==> config.mk <==
export PLATFORM = sky130hd
export DESIGN_NAME = fuse_signature_config_store
export DESIGN_NICKNAME = d
export VERILOG_FILES = /design/src/fuse_store_pkg.sv /design/src/fuse_page_split.sv /design/src/fuse_signature_config_store.sv
export VERILOG_INCLUDE_DIRS = /design/src
export SDC_FILE = /design/constraint.sdc
export NUM_CORES = 1
export LEC_CHECK = 0
export BUFFER_PORTS_ARGS = -buffer_cell sky130_fd_sc_hd__buf_2
export CAP_MARGIN = 20
export CORE_MARGIN = 1
export CORE_UTILIZATION = 25
export CTS_CLUSTER_SIZE = 16
export DETAILED_ROUTE_END_ITERATION = 10
export SYNTH_ARGS = -nofsm -noshare
export SYNTH_HDL_FRONTEND = slang
export SYNTH_SLANG_ARGS = --single-unit
==> constraint.sdc <==
create_clock -name I_REF_CLK -period 2.2 [get_ports I_REF_CLK]
set_clock_uncertainty 0.2 [all_clocks]
set_input_delay 0.11 -clock I_REF_CLK [delete_from_list [all_inputs] [get_ports I_REF_CLK]]
set_output_delay 0.11 -clock I_REF_CLK [all_outputs]
set_load 0.005 [all_outputs]
==> src/fuse_store_map.svh <==
`ifndef FUSE_STORE_MAP_SVH
`define FUSE_STORE_MAP_SVH
// Function
// RQ1: programmed fuse reads zero, unprogrammed fuse reads one.
// RQ2: exactly three fuse bytes: extended, high and low.
// RQ3: extended bit 0 enables self programming; bits 7..1 unused, read one.
// RQ4: high byte: reset disable, debug link, serial download, watchdog, eeprom, brownout.
// RQ5: low byte: divide by eight, clock out, startup time, unused, clock source.
// RQ6: default clock source 2'b10 selects internal 8 MHz oscillator.
// RQ7: serial download fuse cannot be accessed in serial programming mode.
// RQ8: reset-disable or debug fuse blocks serial programming; only parallel unprograms.
// RQ9: clock output fuse drives system clock onto port B bit zero.
// RQ10: chip erase leaves every fuse bit unchanged.
// RQ11: programmed lock bit one refuses any fuse change.
// RQ12: programmer should write fuses before programming lock bits.
// RQ13: fuses latched on programming entry; changes apply after leaving it.
// RQ14: eeprom preserve fuse takes effect immediately once programmed.
// RQ15: all fuses also latched at power-up in normal mode.
// RQ16: three signature bytes at 0x000..0x002, readable even when locked.
// RQ17: calibration byte sits in high byte of signature address 0x000.
// RQ18: every reset copies calibration byte into oscillator calibration register.
// RQ19: flash pages of 32 words; word PC[4:0], page PC[10:5] or PC[11:5].
// RQ20: eeprom 16 pages of 4 bytes; byte addr[1:0], page addr[5:2].
// RQ21: store program memory enabled for whole flash only if fuse is zero.
// RQ22: latched fuse outputs stay stable between latch events.
`define FUSE_EXT_DEFAULT      8'hFF
`define FUSE_HIGH_DEFAULT     8'hDF
`define FUSE_LOW_DEFAULT      8'h6E
`define FUSE_EXT_UNUSED_MASK  8'hFE
`define FUSE_LOW_UNUSED_MASK  8'h0C
`define FUSE_SELFPRG_BIT      0
`define FUSE_RSTDIS_BIT       7
`define FUSE_DEBUG_BIT        6
`define FUSE_SERIAL_BIT       5
`define FUSE_WDT_BIT          4
`define FUSE_EEPRES_BIT       3
`define FUSE_BOD_MSB          2
`define FUSE_DIV8_BIT         7
`define FUSE_CLKOUT_BIT       6
`define FUSE_SUT_MSB          5
`define FUSE_SUT_LSB          4
`define FUSE_CKSEL_MSB        1
`define CKSEL_INTERNAL_8MHZ   2'h2
`define SIG_ADDR_0            2'h0
`define SIG_ADDR_1            2'h1
`define SIG_ADDR_2            2'h2
`define SIG_BYTE_0            8'hA5
`define SIG_BYTE_1            8'h5A
`define SIG_BYTE_2            8'h3C
`define CAL_DEFAULT           8'h80
`define FLASH_WORD_MSB        4
`define FLASH_PAGE_LSB        5
`define EE_BYTE_MSB           1
`define EE_PAGE_LSB           2
`define EE_PAGE_MSB           5
`endif

==> src/fuse_store_pkg.sv <==
package fuse_store_pkg;
  typedef enum logic [1:0] {
    SEL_EXT  = 2'b00,
    SEL_HIGH = 2'b01,
    SEL_LOW  = 2'b10
  } fuse_sel_e;
  typedef enum logic [1:0] {
    MODE_NORMAL   = 2'b00,
    MODE_SERIAL   = 2'b01,
    MODE_PARALLEL = 2'b10
  } prog_mode_e;
endpackage

==> src/fuse_page_split.sv <==
`timescale 1ns/10ps
`include "fuse_store_map.svh"
module fuse_page_split (
  // addresses
  input  wire logic [11:0] i_pc,
  input  wire logic [5:0]  i_ee_addr,
  // flash split
  output logic      [4:0]  o_word_in_page_field,
  output logic      [6:0]  o_page_number_field,
  // eeprom split
  output logic      [1:0]  o_ee_byte,
  output logic      [3:0]  o_ee_page
);
  assign o_word_in_page_field = i_pc[`FLASH_WORD_MSB:0]; // RQ19
  assign o_page_number_field  = i_pc[11:`FLASH_PAGE_LSB]; // RQ19
  assign o_ee_byte = i_ee_addr[`EE_BYTE_MSB:0]; // RQ20
  assign o_ee_page = i_ee_addr[`EE_PAGE_MSB:`EE_PAGE_LSB]; // RQ20
endmodule

==> src/fuse_signature_config_store.sv <==
`timescale 1ns/10ps
`include "fuse_store_map.svh"
module fuse_signature_config_store #(
  // identification bytes: values arbitrary
  parameter logic [7:0] SIG0 = `SIG_BYTE_0,
  parameter logic [7:0] SIG1 = `SIG_BYTE_1,
  parameter logic [7:0] SIG2 = `SIG_BYTE_2,
  parameter logic [7:0] CAL  = `CAL_DEFAULT,
  // 0: small part (page PC[10:5]); 1: large part (page PC[11:5])
  parameter bit         LARGE_PART = 1'b1
) (
  // clock and reset
  input  wire logic        I_REF_CLK,
  input  wire logic        I_SRST,
  input  wire logic        I_POWER_UP,
  // programmer access
  input  wire logic [1:0]  I_MODE,
  input  wire logic        I_FUSE_WR,
  input  wire logic [1:0]  I_FUSE_SEL,
  input  wire logic [7:0]  I_FUSE_WDATA,
  input  wire logic        I_LOCK_BIT_ONE,
  input  wire logic        I_CHIP_ERASE,
  input  wire logic [1:0]  I_SIG_ADDR,
  input  wire logic        I_SIG_HIGH,
  // page addressing
  input  wire logic [11:0] I_PC,
  input  wire logic [5:0]  I_EEPROM_ADDRESS,
  // readback
  output logic      [7:0]  O_FUSE_EXTENDED_BYTE,
  output logic      [7:0]  O_FUSE_HIGH_BYTE,
  output logic      [7:0]  O_FUSE_LOW_BYTE,
  output logic      [7:0]  O_SIG_RDATA,
  output logic             O_FUSE_WR_REFUSED,
  // latched configuration, except eeprom preserve, which follows its cell
  output logic             O_SELF_PROGRAM_ENABLE,
  output logic             O_EXTERNAL_RESET_DISABLE,
  output logic             O_DEBUG_LINK_ENABLE,
  output logic             O_SERIAL_DOWNLOAD_ENABLE,
  output logic             O_WATCHDOG_ALWAYS_ON,
  output logic             O_EEPROM_PRESERVE,
  output logic      [2:0]  O_BROWNOUT_LEVEL,
  output logic             O_CLOCK_DIVIDE_BY_EIGHT,
  output logic             O_CLOCK_OUTPUT_ENABLE,
  output logic      [1:0]  O_STARTUP_TIME,
  output logic      [1:0]  O_CLOCK_SOURCE,
  output logic             O_INTERNAL_OSC_8MHZ,
  output logic             O_SERIAL_PROG_BLOCKED,
  output logic             O_PORT_B_BIT_ZERO_CLOCK,
  output logic      [7:0]  O_OSCILLATOR_CALIBRATION_REGISTER,
  // page split
  output logic      [4:0]  O_WORD_IN_PAGE_FIELD,
  output logic      [6:0]  O_PAGE_NUMBER_FIELD,
  output logic      [1:0]  O_EEPROM_BYTE_IN_PAGE,
  output logic      [3:0]  O_EEPROM_PAGE
);
  // non-volatile cells
  logic [7:0] cell_ext;
  logic [7:0] cell_high;
  logic [7:0] cell_low;
  // latched copies seen by the rest of the chip
  logic [7:0] lat_ext;
  logic [7:0] lat_high;
  logic [7:0] lat_low;
  logic [1:0] mode_prev;
  logic       prog_entry;
  logic       prog_exit;
  logic       in_serial;
  logic       wr_allowed;
  logic [7:0] wmask;
  logic [7:0] next_cell;
  logic [6:0] page_full;

  assign in_serial = (I_MODE == fuse_store_pkg::MODE_SERIAL);
  assign prog_entry = (mode_prev == fuse_store_pkg::MODE_NORMAL) &&
                      (I_MODE != fuse_store_pkg::MODE_NORMAL);
  assign prog_exit  = (mode_prev != fuse_store_pkg::MODE_NORMAL) &&
                      (I_MODE == fuse_store_pkg::MODE_NORMAL);
  // lock bit one programmed (zero) locks fuses; writes only in a prog mode
  assign wr_allowed = I_LOCK_BIT_ONE &&
                      (I_MODE != fuse_store_pkg::MODE_NORMAL); // RQ11
  assign O_FUSE_WR_REFUSED = I_FUSE_WR && !wr_allowed; // RQ11

  // per-byte write masks; unused bits can never be programmed
  always_comb begin
    wmask     = 8'hFF;
    next_cell = I_FUSE_WDATA;
    if (I_FUSE_SEL == fuse_store_pkg::SEL_EXT) begin
      next_cell = I_FUSE_WDATA | `FUSE_EXT_UNUSED_MASK; // RQ3
    end else if (I_FUSE_SEL == fuse_store_pkg::SEL_HIGH) begin
      if (in_serial) begin
        wmask[`FUSE_SERIAL_BIT] = 1'b0; // RQ7
        // serial may not unprogram reset-disable or debug bits
        next_cell[`FUSE_RSTDIS_BIT] = I_FUSE_WDATA[`FUSE_RSTDIS_BIT] &
                                      cell_high[`FUSE_RSTDIS_BIT]; // RQ8
        next_cell[`FUSE_DEBUG_BIT]  = I_FUSE_WDATA[`FUSE_DEBUG_BIT] &
                                      cell_high[`FUSE_DEBUG_BIT]; // RQ8
      end
    end else begin
      next_cell = I_FUSE_WDATA | `FUSE_LOW_UNUSED_MASK; // RQ5
    end
  end

  // chip erase deliberately has no path into the cells
  always_ff @(posedge I_REF_CLK) begin
    if (I_POWER_UP) begin
      cell_ext  <= `FUSE_EXT_DEFAULT; // RQ3
      cell_high <= `FUSE_HIGH_DEFAULT; // RQ4
      cell_low  <= `FUSE_LOW_DEFAULT; // RQ5 RQ6
    end else if (I_FUSE_WR && wr_allowed) begin // RQ10
      if (I_FUSE_SEL == fuse_store_pkg::SEL_EXT) begin
        cell_ext <= next_cell;
      end else if (I_FUSE_SEL == fuse_store_pkg::SEL_HIGH) begin
        cell_high <= (next_cell & wmask) | (cell_high & ~wmask);
      end else if (I_FUSE_SEL == fuse_store_pkg::SEL_LOW) begin
        cell_low <= next_cell;
      end
    end
  end

  always_ff @(posedge I_REF_CLK) begin
    if (I_POWER_UP || I_SRST) begin
      mode_prev <= fuse_store_pkg::MODE_NORMAL;
    end else begin
      mode_prev <= I_MODE;
    end
  end

  // latch at power-up, programming entry and exit; hold otherwise
  always_ff @(posedge I_REF_CLK) begin
    if (I_POWER_UP) begin
      lat_ext  <= `FUSE_EXT_DEFAULT; // RQ15
      lat_high <= `FUSE_HIGH_DEFAULT; // RQ15
      lat_low  <= `FUSE_LOW_DEFAULT; // RQ15
    end else if (prog_entry || prog_exit) begin // RQ13
      lat_ext  <= cell_ext;
      lat_high <= cell_high;
      lat_low  <= cell_low;
    end // RQ22
  end

  always_ff @(posedge I_REF_CLK) begin
    if (I_POWER_UP || I_SRST) begin
      O_OSCILLATOR_CALIBRATION_REGISTER <= CAL; // RQ18
    end
  end

  // signature space: address 0 high byte is calibration
  always_ff @(posedge I_REF_CLK) begin
    if (I_SRST) begin
      O_SIG_RDATA <= 8'h00;
    end else if (I_SIG_ADDR == `SIG_ADDR_0) begin
      O_SIG_RDATA <= I_SIG_HIGH ? CAL : SIG0; // RQ16 RQ17
    end else if (I_SIG_ADDR == `SIG_ADDR_1) begin
      O_SIG_RDATA <= SIG1; // RQ16
    end else if (I_SIG_ADDR == `SIG_ADDR_2) begin
      O_SIG_RDATA <= SIG2; // RQ16
    end else begin
      O_SIG_RDATA <= 8'hFF;
    end
  end

  // readback of cells: zero means programmed
  assign O_FUSE_EXTENDED_BYTE = cell_ext; // RQ1 RQ2
  assign O_FUSE_HIGH_BYTE     = cell_high; // RQ1 RQ2
  assign O_FUSE_LOW_BYTE      = cell_low; // RQ1 RQ2

  assign O_SELF_PROGRAM_ENABLE    = !lat_ext[`FUSE_SELFPRG_BIT]; // RQ21
  assign O_EXTERNAL_RESET_DISABLE = !lat_high[`FUSE_RSTDIS_BIT]; // RQ4
  assign O_DEBUG_LINK_ENABLE      = !lat_high[`FUSE_DEBUG_BIT]; // RQ4
  assign O_SERIAL_DOWNLOAD_ENABLE = !lat_high[`FUSE_SERIAL_BIT]; // RQ4
  assign O_WATCHDOG_ALWAYS_ON     = !lat_high[`FUSE_WDT_BIT]; // RQ4
  // preserve acts from the cell directly, without waiting for a latch
  assign O_EEPROM_PRESERVE        = !cell_high[`FUSE_EEPRES_BIT]; // RQ14
  assign O_BROWNOUT_LEVEL         = lat_high[`FUSE_BOD_MSB:0]; // RQ4
  assign O_CLOCK_DIVIDE_BY_EIGHT  = !lat_low[`FUSE_DIV8_BIT]; // RQ5
  assign O_CLOCK_OUTPUT_ENABLE    = !lat_low[`FUSE_CLKOUT_BIT]; // RQ5
  assign O_STARTUP_TIME = lat_low[`FUSE_SUT_MSB:`FUSE_SUT_LSB]; // RQ5
  assign O_CLOCK_SOURCE = lat_low[`FUSE_CKSEL_MSB:0]; // RQ5
  assign O_INTERNAL_OSC_8MHZ =
    (lat_low[`FUSE_CKSEL_MSB:0] == `CKSEL_INTERNAL_8MHZ); // RQ6
  assign O_SERIAL_PROG_BLOCKED =
    O_EXTERNAL_RESET_DISABLE || O_DEBUG_LINK_ENABLE; // RQ8
  assign O_PORT_B_BIT_ZERO_CLOCK =
    O_CLOCK_OUTPUT_ENABLE && I_REF_CLK; // RQ9

  fuse_page_split u_split (
    .i_pc                 (I_PC),
    .i_ee_addr            (I_EEPROM_ADDRESS),
    .o_word_in_page_field (O_WORD_IN_PAGE_FIELD),
    .o_page_number_field  (page_full),
    .o_ee_byte            (O_EEPROM_BYTE_IN_PAGE),
    .o_ee_page            (O_EEPROM_PAGE)
  );
  // small part has 64 pages, top page bit forced to zero
  assign O_PAGE_NUMBER_FIELD = LARGE_PART ? page_full
                                          : {1'b0, page_full[5:0]}; // RQ19
endmodule

==> flow_summary.toml, run 1 <==
[timing]
final-max-slew-violation-count = 0
period_share = 0.947
hold-worst-slack_ns = 0.0200
relSlewSlack = 0.488
finalSetupViolations = 0
fmax_mhz = 480
worst_slack_ns = 0.117
final_hold_viol_count = 0
tns_ns = 0
rsz0062_at_grt = "false"
tightest_slew_ns = 0.766
min_period_ns = 2.08

[floorplan]
dieWidth_um = 91.0
start_util = 0.257
core-area_um2 = 7690
design.die.area_um2 = 8280
die_h_um = 91.0
pin_count = 116
rows = 32

[routing]
drc = 0
firstDrtPassIters = 4
drt_wl_total_um = 4440
ant_nets = 0
post_drt_wl_per_cell_um = 11.6
drt-initial-drc-count = 44
routed-via-count = 1512
via_per_inst = 3.94

[synth]
synth_top_area_frac = 0.455
synthTopCellsByArea = "dfxtp_1 (46%), buf_4 (14%), mux2i_1 (14%)"
synth_cell_types = 29
yosysWarnings = 0
synthCells = 208
post_synth_instance_area_um2 = 1980
synth_area_leader_cell = "dfxtp_1"
ys_ff_latch = 45
synth_area_per_cell_um2 = 9.52
seq_area_frac_synth = 0.455

[pwr]
p_per_area_nw_per_um2 = 688
ir_drop_uv = 257
leakagePower_nw = 1.18

[worst_setup_path]
reg2reg_slack_ns = 0.68
worstPathMaxFanout = 13
critPathLaunchType = "input port"
required_ns = 2.34
cp.arrival_ns = 2.22
crit_start = "I_POWER_UP"
r2r-end = "lat_high[0]"
cp-end-kind = "register"
ff2ff_path_depth = 3
r2r-start = "mode_prev[0]"
critPathKind = "input port to register"

[placed_design]
place_ws_ns = 0.504
placed_cell_area_um2 = 2180
placed_cells = 344
dp_hpwl_um = 2930
port-buffer-count = 70
gp_congestion = 0.674

[global_routing]
grt_start_max_net_pins = 34
grt_pass1_wl_um = 6870
grt_pass1_vias = 1392
grt.overflow.total = 0
grt.total_usage = 0.113
antenna_found_initial = 0

[layout]
fillers = 833
stdcell_count = 384
nNetsFinal = 323
design_area_um2 = 2630
drive_gt1_frac = 0.312
num_antenna_cells = 0
syn_to_final_growth_pct = 32.7

[clocking]
clk_latency_ns = 0.40
cts_tree = "built"
path_clk_slew_ns = 0.08

[run]
cap_violations = 0

[hold_path]
min_path_type = "input port to output port"
min_path_cells = 0
hp-start = "I_PC[5]"
hold_path_end = "O_PAGE_NUMBER_FIELD[0]"

[outcome]
outcome = "finished, final reports clean"
## per-stage QoR
stage / utilization / power, mW
global route: 0.342 / 1.90
detailed placement: 0.283 / 1.01
global placement: 0.283 / 1.01
floorplan: - / 0.993
finish: 0.342 / 1.81
CTS: 0.341 / 1.84
## report_power, final
part	internal (mW)	switching [mW]
registers	0.830	0.00681
logic	0.0946	0.0890
clock network	0.491	0.297
total	1.42	0.393
## synth_stat cells
library cell,count
a21o_1,1
a21oi_1,2
a22oi_1,2
and2_1,1
buf_2,2
buf_4,36
buf_6,2
clkbuf_1,4
conb_1,2
dfxtp_1,45
ha_1,3
inv_1,11
inv_2,1
mux2i_1,27
nand2_1,13
nand2b_1,7
nand4_1,1
nor2_1,31
nor2_2,1
nor2_4,1
nor2b_1,4
nor3_1,2
nor3b_1,2
nor3b_2,1
o211ai_2,1
o21ai_0,1
o31a_1,1
or3_1,2
xnor2_4,1
## layer usage
metal,vias to the layer above,GRT usage,part of all wire
li1,761,-,-
met1,693,0.137,0.47
met2,49,0.169,0.46
met3,9,0.0477,0.059
met4,0,0.0569,0.017
met5,-,0,0
## logic make-up (layout without fill, tap and decap cells)
logic type               after synthesis  count (layout)  synth area share
other                                  2               8           0.00379
AND/OR/NAND/NOR                       66              66             0.159
multiplexers                          27              27             0.137
XOR/XNOR                               1               1            0.0139
AO/OA/AOI/OAI                          8               8            0.0297
buffers and inverters                 56             124             0.183
flip-flops                            45              45             0.455
adder cells (fa/ha/maj)                3               3            0.0190
## placed cells by master (no fill, tap or decap), types with 2 or more instances in the layout
cell type	Yosys	final
a21oi_1	2	2
a22oi_1	2	2
buf_2	2	70
buf_4	36	2
clkbuf_8	0	9
conb_1	2	8
dfxtp_1	45	45
dlygate4sd3_1	0	29
ha_1	3	3
inv_1	11	11
mux2i_1	27	27
nand2_1	13	13
nand2b_1	7	7
nor2_1	31	31
nor2b_1	4	4
nor3_1	2	2
nor3b_1	2	2
or3_1	2	2
## repair_timing
item | 4_1_cts | 5_1_grt
endpoints found under the setup margin | 0 | 4
setup buffers | 0 | 0
endpoints found under the hold margin | 26 | 0
gates resized for setup | 0 | 2
hold buffers | 29 | 0
## worst max-delay path by stage
| stage | end | slack [ns] | depth (start not counted) |
|---|---|---|---|
| finish | O_FUSE_LOW_BYTE[7] | 0.12 | 7 |
| global route | O_FUSE_LOW_BYTE[7] | 0.01 | 7 |
| CTS | O_FUSE_LOW_BYTE[7] | 0.08 | 7 |
| detailed placement | O_FUSE_HIGH_BYTE[7] | 0.50 | 4 |
| global placement | O_FUSE_HIGH_BYTE[7] | 0.53 | 4 |
| floorplan | O_PORT_B_BIT_ZERO_CLOCK | 0.67 | 1 |
## sequential cells by signal, indices dropped and copies added, names as in the netlist, named ones only
register              count
O_FUSE_EXTENDED_BYTE      8
O_FUSE_LOW_BYTE           8
O_FUSE_HIGH_BYTE          7
lat_high                  7
lat_low                   6
O_SIG_RDATA               5
mode_prev                 2
lat_ext                   1
## critical path, stage by stage
cell           delay (ns)
dlygate4sd3_1        0.53
buf_2                0.14
inv_4                0.13
nand2_1              0.07
dlygate4sd3_1        0.57
mux2i_1              0.12
dlygate4sd3_1        0.55
## cell type report
cell class              count  area, um2  share of cell area
inverters                  12       47.5              0.0181
multi-input cells         113        738               0.281
clock buffers              11        133              0.0505
well taps                 102        128              0.0486
repair buffers            100        651               0.248
clock inverters             1       30.0              0.0114
flip-flops and latches     45        901               0.343
Power figures use the tool's default switching activity.
==> inputs of run 2 (changes only) <==
Settings changed: ABC_AREA set to 1, CORE_MARGIN 1 to 1.5.
==> flow_summary.toml, run 2 <==
[synth]
yosysWarnings = 0
synth_cell_types = 23
ys_ff_latch = 45
synthCells = 265
seq_area_frac_synth = 0.450
synth-edff-count = 0
synth.most_common_cell = "nand2_1"
synth_area_per_cell_um2 = 7.55
async_reset_ff_frac = 0
synth_top_area_frac = 0.450
synth_common_cells = "nand2_1 (65), dfxtp_1 (45), buf_4 (36), nor2_1 (32), inv_1 (31)"
synth_top_flop_cell = "dfxtp_1"
post_synth_instance_area_um2 = 2000
synthTopCellsByArea = "dfxtp_1 (45%), buf_4 (14%), nand2_1 (12%)"
synth_area_leader_cell = "dfxtp_1"

[layout]
num_antenna_cells = 0
regArea_um2 = 901
syn_to_final_growth_pct = 25.2
multi_input_area_um2 = 701
final_common_cell = "buf_2"
stdcell_count = 431
drive_gt1_frac = 0.267
final_cell_mix = "buf_2 (70), nand2_1 (65), dfxtp_1 (45)"
design_area_um2 = 2510
fillers = 850
nNetsFinal = 370
post-route-util = 0.324

[clocking]
cts_tree = "built"
htreeDepth = 2
post_cts_buffers = 0
cts_inserted_buffers = 5
cts-root-buf = "clkbuf_8"
clk_latency_ns = 0.30
cts.path.max_buffers = 2
ctsResizeCount = 0

[global_routing]
antenna_found_initial = 0
grt_start_max_net_pins = 17
grt.total_usage = 0.108
grt_pass1_vias = 1515
grt_pass1_wl_um = 7160
grt.overflow.total = 0

[placed_design]
gp_congestion = 0.709
place_ws_ns = 0.622
port-buffer-count = 70
placed_cell_area_um2 = 2210
placed_cells = 402
dp_hpwl_um = 3360

[pwr]
total_power_mw = 1.63
p_per_area_nw_per_um2 = 651
leakagePower_nw = 1.31
ir_drop_uv = 207

[floorplan]
dieWidth_um = 92.5
design.die.area_um2 = 8550
start_util = 0.259
pin_count = 116
die_h_um = 92.5
core-area_um2 = 7730
rows = 32

[timing]
tns_ns = 0
worst_slack_ns = 0.289
final-max-slew-violation-count = 0
finalSetupViolations = 0
hold-worst-slack_ns = 0.0200
rsz0062_at_grt = "false"
final_hold_viol_count = 0

[worst_setup_path]
reg2reg_slack_ns = 0.79
ff2ff_path_depth = 6
critPathLaunchType = "clock port"
crit_start = "I_REF_CLK"
cp-end-kind = "output port"
critPathKind = "clock port to output port"
cp.arrival_ns = 1.60
r2r-end = "lat_low[1]"
required_ns = 1.89
crit_end = "O_PORT_B_BIT_ZERO_CLOCK"
worstPathMaxFanout = 11
r2r-start = "mode_prev[1]"

[routing]
drc = 0
via_per_inst = 3.96
routed-via-count = 1706
firstDrtPassIters = 4
ant_nets = 0
drt_wl_total_um = 4680
drt-initial-drc-count = 82
post_drt_wl_per_cell_um = 10.9

[outcome]
outcome = "finished, final reports clean"

[run]
cap_violations = 0

[hold_path]
hp-start = "I_EEPROM_ADDRESS[5]"
min_path_type = "input port to output port"
-- run 2: cell types whose count changed in the layout (fill, tap and decap cells not counted), moves of 3 or more --
cell	change
nor2b_1	-4
nand2_1	+52
nand3_1	+19
clkbuf_8	-4
o21ai_0	+3
nand2_2	+3
dlygate4sd3_1	-8
nand2b_1	-7
o211ai_1	+6
inv_1	+20
mux2i_1	-27
-- run 2: how the worst min path moves through the flow --
stage / endpoint / slack, ns / cells past startpoint
after detailed placement: O_PAGE_NUMBER_FIELD[1] / 0.02 / 0
after CTS: O_PAGE_NUMBER_FIELD[1] / 0.02 / 0
after global routing: O_PAGE_NUMBER_FIELD[2] / 0.02 / 0
after floorplan: O_SIG_RDATA[4] / -0.02 / 1
after global placement: O_PAGE_NUMBER_FIELD[1] / 0.02 / 0
final: O_EEPROM_PAGE[3] / 0.02 / 0
-- run 2: worst max-delay path: stages --
cell	delay (ns)
clkbuf_8	0.13
clkbuf_8	0.16
inv_1	0.05
nor2_1	0.03
buf_2	0.12
-- run 2: logic make-up after synthesis --
group	after synthesis	share of synthesized area
buffers and inverters	74	0.211
AND/OR/NAND/NOR	128	0.275
AO/OA/AOI/OAI	13	0.0413
other	2	0.00375
adder cells (fa/ha/maj)	3	0.0188
flip-flops	45	0.450
-- run 2: cell type report --
class | instances | share of cell area
Sequential cell | 45 | 0.359
Inverter | 31 | 0.0464
Multi-Input combinational cell | 152 | 0.279
Tap cell | 102 | 0.0509
Timing Repair Buffer | 91 | 0.225
Clock inverter | 4 | 0.00998
Clock buffer | 6 | 0.0294
-- run 2: power by group --
part | switching (mW) | internal (mW) | leakage (nW)
registers | 0.0182 | 0.851 | 0.369
logic | 0.121 | 0.102 | 0.882
clock network | 0.311 | 0.229 | 0.0565
total | 0.450 | 1.18 | 1.31
-- run 2: what timing repair did --
action | 4_1_cts | 5_1_grt
setup endpoints to repair | 0 | 0
hold endpoints to repair | 31 | 0
hold buffers | 21 | 0
-- run 2: layer usage --
metal / up-vias / track usage / wire length (um)
met2: 45 / 0.174 / 2130
met4: 0 / 0.0564 / 96
li1: 890 / - / -
met3: 13 / 0.0337 / 306
met1: 758 / 0.128 / 2150
met5: - / 0 / 0
